File: src/design/xcvr_pkg.sv
/*
  Constants shared by the transceiver mode-control logic: filter and
  time-out durations, their cycle counts at the local clock, pin levels.
  Assumes a single 50 MHz local clock.
*/
package xcvr_pkg;
  // ==========================================================
  // clock
  localparam int CLK_PERIOD_NS = 20;
  // ==========================================================
  // timing (time in its own unit, then cycles)
  localparam int DOM_TIMEOUT_US    = 1000;
  localparam int DOM_TIMEOUT_CYC   = DOM_TIMEOUT_US * 1000 / CLK_PERIOD_NS;
  localparam int WAKE_DOM_NS       = 500;
  localparam int WAKE_DOM_CYC      = WAKE_DOM_NS / CLK_PERIOD_NS;
  localparam int WAKE_REC_NS       = 500;
  localparam int WAKE_REC_CYC      = WAKE_REC_NS / CLK_PERIOD_NS;
  localparam int CNT_W             = 24;
  // ==========================================================
  // levels
  localparam logic LVL_DOMINANT  = 1'b0;
  localparam logic LVL_RECESSIVE = 1'b1;
  // ==========================================================
  // fifo
  localparam int FIFO_DEPTH = 8;
  localparam int FIFO_WIDTH = 1;
  typedef enum logic {MODE_STANDBY, MODE_NORMAL} mode_t;
endpackage

File: src/design/level_fifo.sv
/*
  Small synchronous FIFO with valid/ready on both sides.
  Assumes one clock, synchronous active-high reset, clock enable.
*/
`timescale 1ns/100ps
module level_fifo #(
  parameter int WIDTH = 1,
  parameter int DEPTH = 8
) (
  input  wire logic             clock_in,
  input  wire logic             reset_in,
  input  wire logic             enable_in,
  input  wire logic [WIDTH-1:0] wr_data_in,
  input  wire logic             wr_valid_in,
  output logic                  wr_ready_out,
  output logic [WIDTH-1:0]      rd_data_out,
  output logic                  rd_valid_out,
  input  wire logic             rd_ready_in
);
  localparam int AW = $clog2(DEPTH);
  logic [WIDTH-1:0] mem_r [DEPTH];
  logic [AW-1:0]    wp_r, wp_nxt, rp_r, rp_nxt;
  logic [AW:0]      cnt_r, cnt_nxt;
  logic             push, pop;

  assign wr_ready_out = (cnt_r != (AW+1)'(DEPTH));
  assign rd_valid_out = (cnt_r != '0);
  assign rd_data_out  = mem_r[rp_r];

  always_comb begin
    push    = wr_valid_in && wr_ready_out;
    pop     = rd_valid_out && rd_ready_in;
    wp_nxt  = push ? ((wp_r == AW'(DEPTH-1)) ? '0 : wp_r + 1'b1) : wp_r;
    rp_nxt  = pop  ? ((rp_r == AW'(DEPTH-1)) ? '0 : rp_r + 1'b1) : rp_r;
    cnt_nxt = cnt_r + (AW+1)'(push) - (AW+1)'(pop);
  end

  always_ff @(posedge clock_in) begin
    if (reset_in) begin
      wp_r  <= '0;
      rp_r  <= '0;
      cnt_r <= '0;
    end else if (enable_in) begin
      wp_r  <= wp_nxt;
      rp_r  <= rp_nxt;
      cnt_r <= cnt_nxt;
      if (push) begin
        mem_r[wp_r] <= wr_data_in;
      end
    end
  end

  chk_fifo_no_over: assert property (@(posedge clock_in)
    disable iff (reset_in) cnt_r <= (AW+1)'(DEPTH))
    else $error("fifo overfilled");
endmodule

File: src/design/xcvr_mode_ctrl.sv
/*
  Digital mode control of a high-speed bus transceiver: standby/normal
  selection, transmit path with dominant time-out and overtemperature
  release, receive source selector with filtered wake detector, split
  termination enable. Assumes a free-running local clock; pins are
  asynchronous and synchronised here; pull-ups are modelled by the
  testbench driving a high level on undriven pins.
*/
// How it works
// - mode input high or floating selects standby.
// - normal mode receive output follows the bus level.
// - normal mode drives bus dominant while transmit input is low.
// - transmit held dominant past time-out disables the transmitter.
// - transmitter re-enabled only after a transmit rising edge.
// - overtemperature disables drivers, bus stays recessive.
// - after overtemperature, drivers wait for a transmit recessive edge.
// - standby disables drivers and receiver, wake detector only.
// - receive output selected from receiver or wake detector by mode.
// - standby receive output high until a wake-up is detected.
// - standby dominant longer than first filter drives wake flag low.
// - then recessive longer than second filter drives it high again.
// - standby entered on dominant bus needs recessive then dominant.
// - split termination enabled in normal, floating in standby.
// - floating transmit input reads recessive, never dominant.
`timescale 1ns/100ps
module xcvr_mode_ctrl
  import xcvr_pkg::*;
#(
  parameter int TIMEOUT_CYC  = DOM_TIMEOUT_CYC,
  parameter int WAKE_DOM_CYCLES = WAKE_DOM_CYC,
  parameter int WAKE_REC_CYCLES = WAKE_REC_CYC
) (
  input  wire logic clock_in,
  input  wire logic reset_in,
  input  wire logic enable_in,
  input  wire logic standby_req_in,
  input  wire logic tx_data_in,
  input  wire logic bus_level_in,
  input  wire logic overtemp_in,
  output logic      rx_data_out,
  output logic      bus_dominant_out,
  output logic      split_out,
  output logic      split_oe_out,
  output logic      normal_mode_out,
  output logic      tx_blocked_out
);
  // ==========================================================
  // pin synchronisers
  logic [1:0] stb_s_r, txd_s_r, bus_s_r, ot_s_r;
  logic       stb_q, txd_q, bus_q, ot_q;
  always_ff @(posedge clock_in) begin
    if (reset_in) begin
      stb_s_r <= 2'h3;
      txd_s_r <= 2'h3;
      bus_s_r <= 2'h3;
      ot_s_r  <= 2'h0;
    end else if (enable_in) begin
      stb_s_r <= {stb_s_r[0], standby_req_in};
      txd_s_r <= {txd_s_r[0], tx_data_in};
      bus_s_r <= {bus_s_r[0], bus_level_in};
      ot_s_r  <= {ot_s_r[0], overtemp_in};
    end
  end
  assign stb_q = stb_s_r[1];
  assign txd_q = txd_s_r[1];
  assign bus_q = bus_s_r[1];
  assign ot_q  = ot_s_r[1];

  // ==========================================================
  // bus sample fifo: decouples the receiver sampling from the selector
  logic fifo_bus, fifo_vld, fifo_rdy;
  level_fifo #(.WIDTH(FIFO_WIDTH), .DEPTH(FIFO_DEPTH)) u_bus_fifo (
    .clock_in     (clock_in),
    .reset_in     (reset_in),
    .enable_in    (enable_in),
    .wr_data_in   (bus_q),
    .wr_valid_in  (1'b1),
    .wr_ready_out (fifo_rdy),
    .rd_data_out  (fifo_bus),
    .rd_valid_out (fifo_vld),
    .rd_ready_in  (1'b1)
  );

  // ==========================================================
  // mode
  mode_t mode_r, mode_nxt;

  always_comb begin
    mode_nxt = stb_q ? MODE_STANDBY : MODE_NORMAL;
  end

  always_ff @(posedge clock_in) begin
    if (reset_in) begin
      mode_r <= MODE_STANDBY;
    end else if (enable_in) begin
      mode_r <= mode_nxt;
    end
  end

  // ==========================================================
  // transmit path: dominant time-out and overtemperature lock
  logic             txd_d_r, txd_d_nxt;
  logic             to_r, to_nxt;
  logic             ot_lock_r, ot_lock_nxt;
  logic [CNT_W-1:0] tx_cnt_r, tx_cnt_nxt;
  logic             txd_rise;

  always_comb begin
    txd_rise    = (txd_q == LVL_RECESSIVE) && (txd_d_r == LVL_DOMINANT);
    txd_d_nxt   = txd_q;
    to_nxt      = to_r;
    ot_lock_nxt = ot_lock_r;
    tx_cnt_nxt  = tx_cnt_r;
    // dominant time-out; counter restarts on each level change
    if (txd_q != txd_d_r || txd_q == LVL_RECESSIVE) begin
      tx_cnt_nxt = '0;
    end else if (tx_cnt_r < CNT_W'(TIMEOUT_CYC)) begin
      tx_cnt_nxt = tx_cnt_r + 1'b1;
    end
    if (tx_cnt_r >= CNT_W'(TIMEOUT_CYC)) begin
      to_nxt = 1'b1;
    end
    // the edge beats the saturated count, which drops a cycle later;
    // otherwise a stuck transmitter could never be released
    if (txd_rise) begin
      to_nxt = 1'b0;
    end
    // overtemperature lock released by a recessive edge only
    if (ot_q) begin
      ot_lock_nxt = 1'b1;
    end else if (txd_rise) begin
      ot_lock_nxt = 1'b0;
    end
  end

  always_ff @(posedge clock_in) begin
    if (reset_in) begin
      txd_d_r   <= LVL_RECESSIVE;
      to_r      <= 1'b0;
      ot_lock_r <= 1'b0;
      tx_cnt_r  <= '0;
    end else if (enable_in) begin
      txd_d_r   <= txd_d_nxt;
      to_r      <= to_nxt;
      ot_lock_r <= ot_lock_nxt;
      tx_cnt_r  <= tx_cnt_nxt;
    end
  end

  // ==========================================================
  // receive path: source selector and filtered wake detector
  logic             bus_d_r, bus_d_nxt;
  logic [CNT_W-1:0] wk_cnt_r, wk_cnt_nxt;
  logic             armed_r, armed_nxt;
  logic             wake_r, wake_nxt;
  logic             rx_r, rx_nxt;
  logic             bus_now;

  always_comb begin
    // samples stall with the fifo; last seen level holds meanwhile
    bus_now    = fifo_vld ? fifo_bus : bus_d_r;
    bus_d_nxt  = bus_now;
    wk_cnt_nxt = wk_cnt_r;
    armed_nxt  = armed_r;
    wake_nxt   = wake_r;
    rx_nxt     = LVL_RECESSIVE;
    if (mode_r == MODE_NORMAL) begin
      rx_nxt     = bus_now;
      wake_nxt   = 1'b0;
      wk_cnt_nxt = '0;
      armed_nxt  = (bus_now == LVL_RECESSIVE);
      if (mode_nxt == MODE_STANDBY) begin
        rx_nxt = LVL_RECESSIVE;
      end
    end else begin
      if (bus_now != bus_d_r) begin
        wk_cnt_nxt = '0;
      end else if (wk_cnt_r < {CNT_W{1'b1}}) begin
        wk_cnt_nxt = wk_cnt_r + 1'b1;
      end
      // a dominant bus at standby entry must first go recessive
      if (bus_now == LVL_RECESSIVE) begin
        armed_nxt = 1'b1;
      end
      if (!wake_r && armed_r && bus_now == LVL_DOMINANT &&
          bus_d_r == LVL_DOMINANT &&
          wk_cnt_r >= CNT_W'(WAKE_DOM_CYCLES)) begin
        wake_nxt = 1'b1;
      end
      if (wake_r && bus_now == LVL_RECESSIVE && bus_d_r == LVL_RECESSIVE &&
          wk_cnt_r >= CNT_W'(WAKE_REC_CYCLES)) begin
        wake_nxt = 1'b0;
      end
      // wake detector feeds the output; high until a wake-up
      rx_nxt = wake_nxt ? LVL_DOMINANT : LVL_RECESSIVE;
      if (mode_nxt == MODE_NORMAL) begin
        wake_nxt   = 1'b0;
        wk_cnt_nxt = '0;
        rx_nxt     = bus_now;
      end
    end
  end

  always_ff @(posedge clock_in) begin
    if (reset_in) begin
      bus_d_r  <= LVL_RECESSIVE;
      wk_cnt_r <= '0;
      armed_r  <= 1'b0;
      wake_r   <= 1'b0;
      rx_r     <= LVL_RECESSIVE;
    end else if (enable_in) begin
      bus_d_r  <= bus_d_nxt;
      wk_cnt_r <= wk_cnt_nxt;
      armed_r  <= armed_nxt;
      wake_r   <= wake_nxt;
      rx_r     <= rx_nxt;
    end
  end

  // ==========================================================
  // outputs
  logic tx_blocked;
  assign tx_blocked       = to_r || ot_lock_r || ot_q;
  assign tx_blocked_out   = tx_blocked;
  assign normal_mode_out  = (mode_r == MODE_NORMAL);
  // drivers only in normal mode, never while blocked
  assign bus_dominant_out = normal_mode_out && !tx_blocked &&
                            (txd_q == LVL_DOMINANT);
  assign rx_data_out      = rx_r;
  assign split_out        = 1'b1;
  assign split_oe_out     = normal_mode_out;

  // ==========================================================
  // checks
  chk_standby_no_drive: assert property (@(posedge clock_in)
    disable iff (reset_in) !normal_mode_out |-> !bus_dominant_out)
    else $error("driver active in standby");
  chk_mode_follow: assert property (@(posedge clock_in)
    disable iff (reset_in) enable_in && stb_q |=> !normal_mode_out)
    else $error("standby not entered");
  chk_tx_drive: assert property (@(posedge clock_in)
    disable iff (reset_in) normal_mode_out && !to_r && !ot_lock_r
    && !ot_q && txd_q == LVL_DOMINANT |-> bus_dominant_out)
    else $error("dominant not driven");
  chk_timeout_block: assert property (@(posedge clock_in)
    disable iff (reset_in) enable_in && tx_cnt_r >= CNT_W'(TIMEOUT_CYC)
    && !(txd_q && !txd_d_r) |=> tx_blocked_out)
    else $error("time-out did not block");
  chk_timeout_hold: assert property (@(posedge clock_in)
    disable iff (reset_in) to_r && txd_d_r == LVL_DOMINANT
    && txd_q == LVL_DOMINANT |=> to_r || !enable_in)
    else $error("time-out released without edge");
  chk_ot_block: assert property (@(posedge clock_in)
    disable iff (reset_in) ot_q |-> !bus_dominant_out)
    else $error("driving in overtemperature");
  chk_ot_release: assert property (@(posedge clock_in)
    disable iff (reset_in) ot_lock_r && !ot_q && enable_in
    && !(txd_q && !txd_d_r) |=> ot_lock_r)
    else $error("overtemperature lock dropped early");
  chk_split_mode: assert property (@(posedge clock_in)
    disable iff (reset_in) enable_in |=> split_oe_out == !$past(stb_q))
    else $error("split enable wrong");
  chk_standby_rx_high: assert property (@(posedge clock_in)
    disable iff (reset_in) !normal_mode_out && !wake_r
    && $past(!normal_mode_out) |-> rx_data_out)
    else $error("standby output low without wake");
  chk_standby_route: assert property (@(posedge clock_in)
    disable iff (reset_in) !normal_mode_out && $past(!normal_mode_out)
    && $past(enable_in)
    |-> rx_data_out == (wake_r ? LVL_DOMINANT : LVL_RECESSIVE))
    else $error("standby output not from wake detector");
  chk_normal_rx: assert property (@(posedge clock_in)
    disable iff (reset_in) normal_mode_out && enable_in && stb_q == 1'b0
    |=> rx_data_out == $past(bus_now) || !enable_in)
    else $error("receive output not following bus");
  chk_wake_filter: assert property (@(posedge clock_in)
    disable iff (reset_in) !wake_r ##1 wake_r |-> $past(
    bus_now == LVL_DOMINANT && wk_cnt_r >= CNT_W'(WAKE_DOM_CYCLES)))
    else $error("wake flag set before dominant filter");
  chk_wake_armed: assert property (@(posedge clock_in)
    disable iff (reset_in) !wake_r ##1 wake_r |-> $past(armed_r))
    else $error("wake flag set without recessive first");
  chk_wake_release: assert property (@(posedge clock_in)
    disable iff (reset_in) wake_r ##1 !wake_r && !normal_mode_out
    |-> $past(bus_now == LVL_RECESSIVE
    && wk_cnt_r >= CNT_W'(WAKE_REC_CYCLES)))
    else $error("wake flag cleared before recessive filter");
  chk_wake_clear: assert property (@(posedge clock_in)
    disable iff (reset_in) normal_mode_out |-> !wake_r)
    else $error("wake state kept in normal");
  chk_fifo_room: assert property (@(posedge clock_in)
    disable iff (reset_in) fifo_rdy)
    else $error("bus sample fifo full");

  cov_wake: cover property (@(posedge clock_in) $rose(wake_r));
  cov_wake_end: cover property (@(posedge clock_in) $fell(wake_r));
  cov_timeout: cover property (@(posedge clock_in) $rose(to_r));
  cov_ot: cover property (@(posedge clock_in) $fell(ot_lock_r));
  cov_normal: cover property (@(posedge clock_in) $rose(normal_mode_out));
endmodule

File: config.mk
export PLATFORM = sky130hd
export DESIGN_NAME = xcvr_mode_ctrl
export DESIGN_NICKNAME = d
export VERILOG_FILES = /design/src/design/xcvr_pkg.sv /design/src/design/level_fifo.sv /design/src/design/xcvr_mode_ctrl.sv
export SDC_FILE = /design/constraint.sdc
export NUM_CORES = 1
export LEC_CHECK = 0
export BUFFER_PORTS_ARGS = -buffer_cell sky130_fd_sc_hd__buf_4
export CORE_UTILIZATION = 30
export DETAILED_ROUTE_END_ITERATION = 10
export GPL_ROUTABILITY_DRIVEN = 1
export GPL_TIMING_DRIVEN = 0
export PLACE_DENSITY = 0.47
export SYNTH_ARGS = -nofsm -noshare
export SYNTH_HDL_FRONTEND = slang
export SYNTH_SLANG_ARGS = --single-unit
File: constraint.sdc
create_clock -name clock_in -period 3.2 [get_ports clock_in]
set_clock_uncertainty 0.15 [all_clocks]
set_input_delay 0.16 -clock clock_in [delete_from_list [all_inputs] [get_ports clock_in]]
set_output_delay 0.16 -clock clock_in [all_outputs]
set_load 0.02 [all_outputs]
## Word level (Yosys, flattened, before mapping)

Memory sizes are Yosys's and may differ from the RTL's. A register that Yosys moved wholly into a read port is not among the register bits.
Index checks and enable logic that the tools add are counted.

| word-level totals | value |
|---|---|
| register bits | 74 |
| bits in writable memories | 8 |
| bits of input ports | 7 |
| output and inout bits | 6 |
| word-level logic and storage cells | 96 |
| memories | 1 |

| operators by class | value |
|---|---|
| add/subtract/negate cells | 6 |
| $lt $le $gt $ge | 4 |
| equality and inequality tests | 6 |
| multiplexer cells | 31 |
| bitwise logic cells | 4 |
| reduce and logical (&&, ||, !) cells | 27 |

Memories:

| name | depth | bits a word | read ports | clocked after memory_dff | wr ports | RTL line | source |
|---|---|---|---|---|---|---|---|
| u_bus_fifo.mem_r | 8 | 1 | 1 | 1 | 1 | level_fifo.sv:21 | `logic [WIDTH-1:0] mem_r [DEPTH];` |

Operators with widths:

| kind | count |
|---|---|
| 24-bit 2-to-1 mux | 6 |
| 24-bit by 1-bit adder with 24-bit output (second input constant) | 2 |
| 24-bit by 16-bit >= comparator with 1-bit output (second input constant) | 1 |
| 24-bit by 5-bit >= comparator with 1-bit output (second input constant) | 1 |
| 24-bit by 16-bit less-than comparator with 1-bit output (second input constant) | 1 |
| 24-bit less-than comparator (second input constant) | 1 |
| 1-bit 2-to-1 mux | 21 |
| 2-bit AND reduction | 7 |
| 3-bit 2-to-1 mux | 4 |
| 1-bit logical AND | 10 |
| 2-bit nonzero test | 4 |
| 3-bit by 1-bit adder with 3-bit output (second input constant) | 2 |
| 3-bit equality test (second input constant) | 2 |
| 4-bit by 1-bit adder with 4-bit output | 1 |
| 4-bit by 1-bit != test with 1-bit output (second input constant) | 1 |
| 4-bit != test (second input constant) | 1 |
| 1-bit NOT | 4 |
| 4-bit nonzero test | 1 |
| 4-bit by 1-bit subtractor with 4-bit output | 1 |
| 1-bit logical OR | 3 |
| 1-bit logical NOT | 2 |
| 1-bit != test | 2 |

## Logic depth before layout (Yosys ltp)

Gate-level depths: netlist of the first run.

| depth | value |
|---|---|
| depth in word-level cells | 12 |
| depth in mapped cells | 12 |
| depth with buffers taken out | 11 |

## Hierarchy

A second synthesis of the first run with hierarchy kept.

| second synthesis, totals | value |
|---|---|
| cells, all modules | 463 |
| area total of the unflattened synthesis | 4335.4 um2 |

By module, submodules not included:

| module | times used | cells an instance | area an instance (um2) | sequential area each (um2) |
|---|---|---|---|---|
| xcvr_mode_ctrl | 1 | 368 | 3266.9 | 1281.2 |
| level_fifo | 1 | 95 | 1068.5 | 500.5 |

## Worst setup path before layout of the first run

OpenSTA, ideal clock, no wires.

| timing | value |
|---|---|
| path kind | reg2reg |
| start point | reg u_bus_fifo.cnt_r[2] |
| end point | reg u_bus_fifo.cnt_r[2] |
| setup time | 0.128 ns |
| arrival | 2.193 ns |
| data required time | 2.922 ns |
| slack | 0.730 ns |
| stages on the path, launching flop included | 13 |
| buffers on the path | 1 |
| period minus slack after synthesis | 2.470 ns |
| path through | dfxtp_1 inv_1 ha_1 or3b_1 clkbuf_1 ha_1 inv_1 ha_1 inv_1 fa_1 xnor2_1 mux2i_1 nor2_1 |

| between the ends | value |
|---|---|
| longest elaborated chain between the ends | 3 |
| elaborated cells on any way between the ends | 4 |
| classes of those cells | add/sub: 2; eq/ne: 1; reduce/logical: 1 |

Ends and longest elaborated chain:

| item | RTL line | source |
|---|---|---|
| from (decl) | level_fifo.sv:23 | `logic [AW:0] cnt_r, cnt_nxt;` |
| from (signal assigned) | level_fifo.sv:46 | `cnt_r <= cnt_nxt;` |
| 4-bit != test | level_fifo.sv:26 | `assign wr_ready_out = (cnt_r != (AW+1)'(DEPTH));` |
| 4-bit by 1-bit adder with 4-bit output | level_fifo.sv:35 | `cnt_nxt = cnt_r + (AW+1)'(push) - (AW+1)'(pop);` |
| 4-bit by 1-bit subtractor with 4-bit output (*) | level_fifo.sv:35 |  |

Mark *: on every way between the ends. The rest lies on a longest branch, timed or not.
A chain may end at the register's enable or synchronous reset.

==> metrics.txt, run 1 <==
# TYPE chip_impl_metric gauge
chip_impl_info{name="outcome",value="finished, final reports clean"} 1
chip_impl_metric{name="worst-slew-pin-transition",unit="ps"} 862
chip_impl_metric{name="maxClockFrequency",unit="MHz"} 353
chip_impl_metric{name="switching_power",unit="uW"} 872
chip_impl_metric{name="dieHeight",unit="um"} 120
chip_impl_metric{name="critPathMaxStageDelay",unit="ps"} 570
chip_impl_metric{name="share_of_the_clock_period_used_by_the_worst_path_after_layout",unit="%"} 88.5
chip_impl_metric{name="gp_congestion",unit=""} 0.805
chip_impl_metric{name="critical_path_peak_fanout",unit=""} 10
chip_impl_metric{name="p_sw_share",unit="%"} 29.3
chip_impl_metric{name="place.detailed.hpwl",unit="um"} 7070
chip_impl_metric{name="grt_usage",unit="%"} 15.2
chip_impl_metric{name="layout-area-overhead-vs-synth",unit="%"} 15.3
chip_impl_metric{name="slew_headroom",unit="%"} 42.6
chip_impl_metric{name="p_seq_share",unit="%"} 40.5
chip_impl_metric{name="remaining_drcs",unit=""} 0
chip_impl_metric{name="nFillCells",unit=""} 1418
chip_impl_metric{name="num_rows",unit=""} 42
chip_impl_metric{name="worst_skew_pair.late_latency",unit="ps"} 340
chip_impl_metric{name="post_synth.cell_area_avg",unit="um^2"} 8.81
chip_impl_metric{name="cp.buffers_inverters",unit=""} 1
chip_impl_metric{name="globalRoute.totalOverflow",unit=""} 0
chip_impl_metric{name="antenna_cells",unit=""} 0
chip_impl_metric{name="ant_nets",unit=""} 0
chip_impl_metric{name="post_synthesis_net_count",unit=""} 500
chip_impl_metric{name="design.die.area",unit="um^2"} 14500
chip_impl_metric{name="clk_path_buf_depth",unit=""} 2
chip_impl_metric{name="share_clk_of_total_power",unit="%"} 37.4
chip_impl_metric{name="syn_inst",unit=""} 477
chip_impl_metric{name="boundaryPins",unit=""} 13
chip_impl_info{name="ctsRootBufferMaster",value="clkbuf_16"} 1
chip_impl_metric{name="cts_buffers",unit=""} 9
chip_impl_metric{name="yosysTopAreaCellShare",unit="%"} 36.7
chip_impl_info{name="synthDominantAreaCellType",value="dfxtp_1"} 1
chip_impl_metric{name="synth_enable_flop_cells",unit=""} 8
chip_impl_metric{name="via_count",unit=""} 3483
chip_impl_metric{name="summed_negative_setup_slack_over_all_endpoints",unit="ps"} 0
chip_impl_metric{name="cts.repair_timing.setup_buffer_count",unit=""} 0
chip_impl_metric{name="grt_first_pass_wirelength",unit="um"} 17100
chip_impl_info{name="ys.flop_type",value="dfxtp_1"} 1
chip_impl_metric{name="netlist-cell-type-count",unit=""} 66
chip_impl_metric{name="cellInternalPower",unit="mW"} 2.10
chip_impl_info{name="timing.critical_path.from_type",value="flop"} 1
chip_impl_metric{name="vdd_drop_max",unit="V"} 0.000300
chip_impl_metric{name="synth_sequential_area_ratio",unit="%"} 42.4
chip_impl_metric{name="finalHoldWorstSlack",unit="ps"} 188
chip_impl_metric{name="synth_seq_cells",unit=""} 85
chip_impl_info{name="path_cells",value="mux2_1 -> mux4_2 -> mux2i_4 -> o32ai_4 -> buf_6 -> o21ai_1 -> o31ai_1"} 1
chip_impl_metric{name="timing.max_cap.violations",unit=""} 0
chip_impl_metric{name="drt_iter0_drc",unit=""} 171
chip_impl_metric{name="floorplan.die.width",unit="um"} 120
chip_impl_metric{name="p_leak",unit="nW"} 1.71
chip_impl_metric{name="powerDensity",unit="nW/um^2"} 614
chip_impl_metric{name="number_of_antenna_violations_at_the_first_check_in_global_routing",unit=""} 0
chip_impl_info{name="critical-path-top-delay-family",value="multiplexers"} 1
chip_impl_metric{name="route.detailed.wl_per_inst",unit="um"} 14.9
chip_impl_metric{name="worstPathRequired",unit="ps"} 3300
chip_impl_metric{name="total_length_of_routed_wires",unit="um"} 10200
chip_impl_metric{name="vias_in_the_first_global_route",unit=""} 3396
chip_impl_metric{name="stdcell_count",unit=""} 682
chip_impl_info{name="synth_top_cells_by_area",value="dfxtp_1, edfxtp_1, ha_1"} 1
chip_impl_metric{name="vias_per_cell",unit=""} 5.11
chip_impl_metric{name="finalWorstPathRequiredPeriod",unit="ps"} 2830
chip_impl_metric{name="hold_bufs_inserted_after_cts",unit=""} 4
chip_impl_metric{name="number_of_pins_with_negative_max_slew_slack_in_the_final_report",unit=""} 0
chip_impl_metric{name="post_cts_resized",unit=""} 0
chip_impl_metric{name="mappedNetlistArea",unit="um^2"} 4200
chip_impl_metric{name="initial_utilization",unit="%"} 31.3
chip_impl_metric{name="clk_transition_reported_paths",unit="ps"} 60
chip_impl_info{name="hold_crit_class",value="input pin to flop"} 1
chip_impl_metric{name="report.final.setup_viol",unit=""} 0
chip_impl_info{name="worst-setup-path-type",value="flop to flop"} 1
chip_impl_info{name="tritoncts_clock_tree",value="built"} 1
chip_impl_metric{name="maximum_number_of_pins_on_one_net_before_global_route_repair",unit=""} 15
chip_impl_metric{name="core_area",unit="um^2"} 13500
chip_impl_metric{name="final_nets",unit=""} 524
chip_impl_metric{name="async_reset_ff_share",unit="%"} 0
chip_impl_metric{name="port_buffers",unit=""} 9
chip_impl_info{name="unrepaired_setup_endpoints_after_global_routing",value="false"} 1
chip_impl_metric{name="placed_cells_incl_taps",unit=""} 662
chip_impl_metric{name="cts.htree.levels",unit=""} 3
chip_impl_metric{name="detailedRoute.firstPassIterationCount",unit=""} 4
chip_impl_info{name="timing.critical_path.slowest_stage_cell",value="mux4_2"} 1
chip_impl_metric{name="yosys_warnings",unit=""} 0
chip_impl_metric{name="power.combinational.fraction",unit="%"} 22.1
chip_impl_metric{name="drive_above_1_share",unit="%"} 9.88
chip_impl_metric{name="arrival",unit="ps"} 2930
chip_impl_metric{name="clock_sinks",unit=""} 85
chip_impl_info{name="critPathCaptureType",value="flop"} 1
chip_impl_metric{name="timing_hold_violations_final",unit=""} 0
-- routing by layer --
metal  up-vias  global-route usage [%]  part of all wire, %  routed length, um
li1       1789                       -                    -                  -
met1      1632                    19.9                   49               5020
met2        56                    24.1                   46               4670
met3         6                    4.58                  3.9                394
met4         0                    4.63                  1.0                104
met5         -                       0                    0                  0
-- registers in the layout, indices dropped and copies added (netlist names), 2 cells and up, named ones only --
signal            cells
bus_s_r               2
u_bus_fifo.wp_r       3
ot_s_r                2
u_bus_fifo.cnt_r      4
txd_s_r               2
wk_cnt_r             24
u_bus_fifo.mem_r      8
u_bus_fifo.rp_r       3
tx_cnt_r             24
stb_s_r               2
-- metrics by stage --
stage | area (um^2) | setup WS [ps] | utilization, % | power (mW)
2_1_floorplan | 4200 | 730 | - | 1.73
3_3_place_gp | 4490 | 397 | 33.4 | 1.88
3_5_place_dp | 4490 | 397 | 33.4 | 1.88
4_1_cts | 4850 | 375 | 36.0 | 3.01
5_1_grt | 4850 | 252 | 36.0 | 3.14
6_report | 4850 | 369 | 36.0 | 2.97
-- power groups by stage --
stage | clock network (mW) | logic [mW] | registers (mW)
2_1_floorplan | 0 | 0.516 | 1.21
3_3_place_gp | 0 | 0.651 | 1.23
3_5_place_dp | 0 | 0.658 | 1.23
4_1_cts | 1.14 | 0.666 | 1.20
5_1_grt | 1.19 | 0.737 | 1.21
6_report | 1.11 | 0.658 | 1.20
-- cell families after synthesis --
kind of cell             share of synthesized area, %
buffers and inverters                            4.35
AO/OA/AOI/OAI                                    17.9
XOR/XNOR                                        0.833
other                                          0.0892
AND/OR/NAND/NOR                                  26.0
multiplexers                                     3.60
adder cells (fa/ha/maj)                          4.94
flip-flops                                       42.4
-- cell usage after synthesis (all sizes together) (3+ instances only) --
library cell,instances
dfxtp,77
nor2,40
nand2,39
nand3,35
o21ai,28
a21oi,26
nor3,22
inv,20
ha,15
clkbuf,11
and2,10
o31ai,10
buf,9
nand4,9
or3,9
or4,9
edfxtp,8
nand2b,8
a211o,7
nor4,7
mux2i,6
a211oi,5
a21o,5
mux2,5
nor3b,5
o21a,5
and3,4
nor2b,4
o211ai,4
a22o,3
or2,3
xnor2,3
-- tightest hold or removal path: stages --
cell and delay, ps:
buf_2 180, o21ai_0 130, nand4b_1 100, o31ai_1 70
-- cell type report --
type	instances	area (um^2)	area share, %
plain buffers	20	104	2.14
clock buffers	9	225	4.65
clock inverters	7	88.8	1.83
inverters	21	78.8	1.63
multi-input cells	351	2240	46.2
flip-flops and latches	85	1780	36.8
well taps	176	220	4.54
repair buffers	13	108	2.22
-- cells in the final DEF (no fill, tap or decap), types with 6 or more instances in the layout --
| cell type | netlist | routed |
|---|---|---|
| a211o_1 | 7 | 7 |
| o21ai_1 | 15 | 15 |
| a21oi_1 | 25 | 25 |
| o21ai_0 | 13 | 13 |
| and2_1 | 10 | 10 |
| inv_1 | 20 | 20 |
| o31ai_1 | 10 | 10 |
| buf_4 | 3 | 12 |
| nor3_1 | 22 | 22 |
| clkbuf_16 | 0 | 9 |
| nand4_1 | 9 | 9 |
| or3_1 | 9 | 9 |
| edfxtp_1 | 8 | 8 |
| or4_1 | 8 | 8 |
| ha_1 | 15 | 15 |
| nand3_1 | 33 | 33 |
| nor2_1 | 39 | 39 |
| nand2_1 | 39 | 39 |
| dfxtp_1 | 77 | 77 |
| clkbuf_1 | 11 | 11 |
| nor4_1 | 6 | 6 |
| nand2b_1 | 8 | 8 |
-- worst paths after layout --
| path | from | end | slack [ps] | depth (start not counted) |
|---|---|---|---|---|
| max reg2reg | flop | wk_cnt_r[11]$_SDFFE_PP0P_ | 370 | 7 |
| max | flop | wk_cnt_r[11]$_SDFFE_PP0P_ | 370 | 7 |
| min | enable_in | wk_cnt_r[13]$_SDFFE_PP0P_ | 190 | 4 |
| min reg2reg | tx_cnt_r[21]$_SDFFE_PP0P_ | tx_cnt_r[21]$_SDFFE_PP0P_ | 310 | 1 |
No activity file was read; power rests on OpenSTA's default activity.
==> run 2, diff against run 1 <==
--- a/config.mk
+++ b/config.mk
@@ -6,11 +6,12 @@
 export NUM_CORES = 1
 export LEC_CHECK = 0
 export BUFFER_PORTS_ARGS = -buffer_cell sky130_fd_sc_hd__buf_4
-export CORE_UTILIZATION = 30
+export CORE_UTILIZATION = 50
 export DETAILED_ROUTE_END_ITERATION = 10
 export GPL_ROUTABILITY_DRIVEN = 1
 export GPL_TIMING_DRIVEN = 0
-export PLACE_DENSITY = 0.47
+export PLACE_DENSITY = 0.74
 export SYNTH_ARGS = -nofsm -noshare
 export SYNTH_HDL_FRONTEND = slang
+export SYNTH_HIERARCHICAL = 1
 export SYNTH_SLANG_ARGS = --single-unit
==> run 2 against run 1 <==
Compared with the run above:
- synthesized cell count fell by 2.9%
- non-clock buffer count rose by 5
- area after synthesis rose by 3.1%
- core utilization rose by 22 points
- critical path depth rose by 1
- largest cell class unchanged
==> metrics.txt, run 2 <==
# TYPE chip_impl_metric gauge
chip_impl_info{name="outcome",value="finished, final reports clean"} 1
chip_impl_metric{name="share_of_the_clock_period_used_by_the_worst_path_after_layout",unit="%"} 92.8
chip_impl_metric{name="clk_transition_reported_paths",unit="ps"} 100
chip_impl_metric{name="number_of_antenna_violations_at_the_first_check_in_global_routing",unit=""} 0
chip_impl_metric{name="worst_skew_pair.late_latency",unit="ps"} 370
chip_impl_info{name="synth_top_cells_by_area",value="dfxtp_1, edfxtp_1, ha_1"} 1
chip_impl_metric{name="slew_headroom",unit="%"} 65.9
chip_impl_metric{name="drt_iter0_drc",unit=""} 176
chip_impl_metric{name="synth_seq_cells",unit=""} 85
chip_impl_metric{name="via_count",unit=""} 3488
chip_impl_metric{name="clk_path_buf_depth",unit=""} 2
chip_impl_metric{name="cts_buffers",unit=""} 9
chip_impl_info{name="layout.cells.most_common",value="dfxtp_1"} 1
chip_impl_metric{name="multiInputGateArea",unit="um^2"} 2380
chip_impl_metric{name="port_buffers",unit=""} 11
chip_impl_info{name="unrepaired_setup_endpoints_after_global_routing",value="false"} 1
chip_impl_metric{name="number_of_pins_with_negative_max_slew_slack_in_the_final_report",unit=""} 0
chip_impl_metric{name="globalRoute.totalOverflow",unit=""} 0
chip_impl_info{name="netlist_top_cells_count",value="dfxtp_1, a21oi_1, nor2_1"} 1
chip_impl_info{name="tritoncts_clock_tree",value="built"} 1
chip_impl_info{name="critPathCaptureType",value="flop"} 1
chip_impl_metric{name="nFillCells",unit=""} 729
chip_impl_metric{name="design.die.area",unit="um^2"} 9050
chip_impl_metric{name="async_reset_ff_share",unit="%"} 0
chip_impl_metric{name="post_cts_resized",unit=""} 0
chip_impl_metric{name="cts.repair_timing.setup_buffer_count",unit=""} 0
chip_impl_metric{name="initial_utilization",unit="%"} 52.2
chip_impl_info{name="commonest_cells_after_routing_fill_and_taps_aside",value="dfxtp_1, a21oi_1, nor2_1"} 1
chip_impl_info{name="ys.flop_type",value="dfxtp_1"} 1
chip_impl_metric{name="critical_path_peak_fanout",unit=""} 10
chip_impl_metric{name="powerDensity",unit="nW/um^2"} 462
chip_impl_metric{name="dieHeight",unit="um"} 95.1
chip_impl_metric{name="gr-usage-met3",unit="%"} 3.43
chip_impl_metric{name="floorplan.die.width",unit="um"} 95.1
chip_impl_metric{name="timing.max_cap.violations",unit=""} 0
chip_impl_metric{name="post_synth.cell_area_avg",unit="um^2"} 9.36
chip_impl_metric{name="ant_nets",unit=""} 0
chip_impl_metric{name="yosys_warnings",unit=""} 6
chip_impl_metric{name="vdd_drop_max",unit="V"} 0.000289
chip_impl_metric{name="grt_first_pass_wirelength",unit="um"} 14700
chip_impl_metric{name="antenna_cells",unit=""} 0
chip_impl_metric{name="dp_worst_setup_slack",unit="ps"} 215
chip_impl_metric{name="yosysTopAreaCellShare",unit="%"} 35.6
chip_impl_metric{name="remaining_drcs",unit=""} 0
chip_impl_metric{name="core_area",unit="um^2"} 8300
chip_impl_metric{name="sequential_cell_area",unit="um^2"} 1780
chip_impl_metric{name="arrival",unit="ps"} 3040
chip_impl_metric{name="hold_bufs_inserted_after_cts",unit=""} 4
chip_impl_metric{name="ff2ff_setup_slack",unit="ps"} 230
chip_impl_metric{name="report.final.setup_viol",unit=""} 0
chip_impl_metric{name="vias_per_cell",unit=""} 5.76
chip_impl_metric{name="maximum_number_of_pins_on_one_net_before_global_route_repair",unit=""} 17
chip_impl_metric{name="boundaryPins",unit=""} 13
chip_impl_info{name="synthDominantAreaCellType",value="dfxtp_1"} 1
chip_impl_metric{name="mappedNetlistArea",unit="um^2"} 4340
chip_impl_metric{name="route.detailed.wl_per_inst",unit="um"} 14.4
chip_impl_metric{name="detailedRoute.firstPassIterationCount",unit=""} 4
chip_impl_metric{name="final_nets",unit=""} 519
chip_impl_metric{name="worst-slew-pin-transition",unit="ps"} 512
chip_impl_info{name="ctsRootBufferMaster",value="clkbuf_8"} 1
chip_impl_metric{name="maxClockFrequency",unit="MHz"} 337
chip_impl_metric{name="gp_congestion",unit=""} 0.829
chip_impl_metric{name="place.detailed.hpwl",unit="um"} 6210
chip_impl_metric{name="synth_enable_flop_cells",unit=""} 8
chip_impl_metric{name="cts.htree.levels",unit=""} 3
chip_impl_info{name="largestRegisters",value="tx_cnt_r (24), wk_cnt_r (24), u_bus_fifo/mem_r (8)"} 1
chip_impl_metric{name="p_leak",unit="nW"} 1.64
chip_impl_metric{name="timing_hold_violations_final",unit=""} 0
chip_impl_metric{name="total_length_of_routed_wires",unit="um"} 8710
chip_impl_info{name="grt_most_used_layer",value="met2"} 1
chip_impl_metric{name="summed_negative_setup_slack_over_all_endpoints",unit="ps"} 0
chip_impl_metric{name="num_rows",unit=""} 33
chip_impl_metric{name="layout-area-overhead-vs-synth",unit="%"} 10.9
chip_impl_info{name="timing.critical_path.from_type",value="flop"} 1
chip_impl_metric{name="netlist-cell-type-count",unit=""} 68
chip_impl_info{name="worst-setup-path-type",value="flop to flop"} 1
chip_impl_metric{name="syn_inst",unit=""} 463
chip_impl_metric{name="drive_above_1_share",unit="%"} 13.2
chip_impl_info{name="synthMostInstantiatedCell",value="dfxtp_1"} 1
chip_impl_metric{name="worstPathRequired",unit="ps"} 3270
chip_impl_metric{name="grt_usage",unit="%"} 20.9
chip_impl_metric{name="vias_in_the_first_global_route",unit=""} 3260
chip_impl_metric{name="synth_sequential_area_ratio",unit="%"} 41.1
chip_impl_info{name="hold_crit_class",value="input pin to flop"} 1
chip_impl_metric{name="finalWorstPathRequiredPeriod",unit="ps"} 2970
chip_impl_metric{name="grt_use_met2",unit="%"} 33.6
chip_impl_metric{name="clock_sinks",unit=""} 85
chip_impl_metric{name="grt_util_met1",unit="%"} 27.5
chip_impl_metric{name="layout_setup_ws",unit="ps"} 230
==> run 2: cell types whose count changed after synthesis, moves of 7 or more <==
cell	delta
xnor2_1	+9
nand2_1	-11
nand3_1	-16
o21ai_1	-15
nor2_1	-8
nor3_1	-13
a21oi_1	+9
o21ai_0	+7
==> run 2: area by class of cell <==
| class | count | share of cell area (%) |
|---|---|---|
| inverter | 21 | 1.64 |
| clock buffer | 11 | 3.17 |
| sequential | 85 | 37.0 |
| buffer | 23 | 2.55 |
| tap | 105 | 2.73 |
| clock inverter | 5 | 0.858 |
| multi-input combinational | 341 | 49.5 |
| timing repair buffer | 15 | 2.55 |
==> run 2: per-stage QoR <==
stage,power (mW),hold slack [ps],utilization (%),std cells,cell area [um^2]
after floorplan,1.41,132,-,470,4360
after global placement,1.48,215,55.1,586,4580
after global routing,2.33,94.1,58.0,606,4810
final,2.22,63.4,58.0,606,4810
after CTS,2.24,49.0,58.0,606,4810
after detailed placement,1.50,222,55.1,586,4580
==> run 2: routing by layer <==
layer / vias to the layer above / wire length (um)
li1: 1756 / -
met1: 1659 / 4190
met2: 60 / 4020
met3: 13 / 353
met4: 0 / 145
met5: - / 0
==> run 2: path summary, 6_finish.rpt <==
check / cells after the start / endpoint / from
max: 8 / wk_cnt_r[0]$_SDFFE_PP0P_ / flop
min: 4 / tx_cnt_r[10]$_SDFFE_PP0P_ / reset_in
max reg2reg: 8 / wk_cnt_r[0]$_SDFFE_PP0P_ / flop
min reg2reg: 2 / armed_r$_SDFFE_PP0P_ / armed_r$_SDFFE_PP0P_
==> run 2: power by group <==
group	internal, mW	leakage, nW	switching [mW]
registers	1.11	0.695	0.0383
logic	0.136	0.851	0.195
clock network	0.338	0.0970	0.404
==> run 2: kinds of logic after synthesis <==
kind of cell,after synthesis,synth area share [%]
buffers and inverters,44,4.65
other,1,0.0865
AND/OR/NAND/NOR,189,26.0
multiplexers,11,3.35
AO/OA/AOI/OAI,104,17.3
XOR/XNOR,13,2.80
adder cells (fa/ha/maj),16,4.79
flip-flops,85,41.1
==> run 2: critical path: stages (launching register included) <==
cell and delay [ps]:
dfxtp_1 370, mux4_1 560, mux2_2 350, xor2_2 260, a21o_1 240, a21o_1 150, buf_2 240, buf_1 410
nor2_1 100
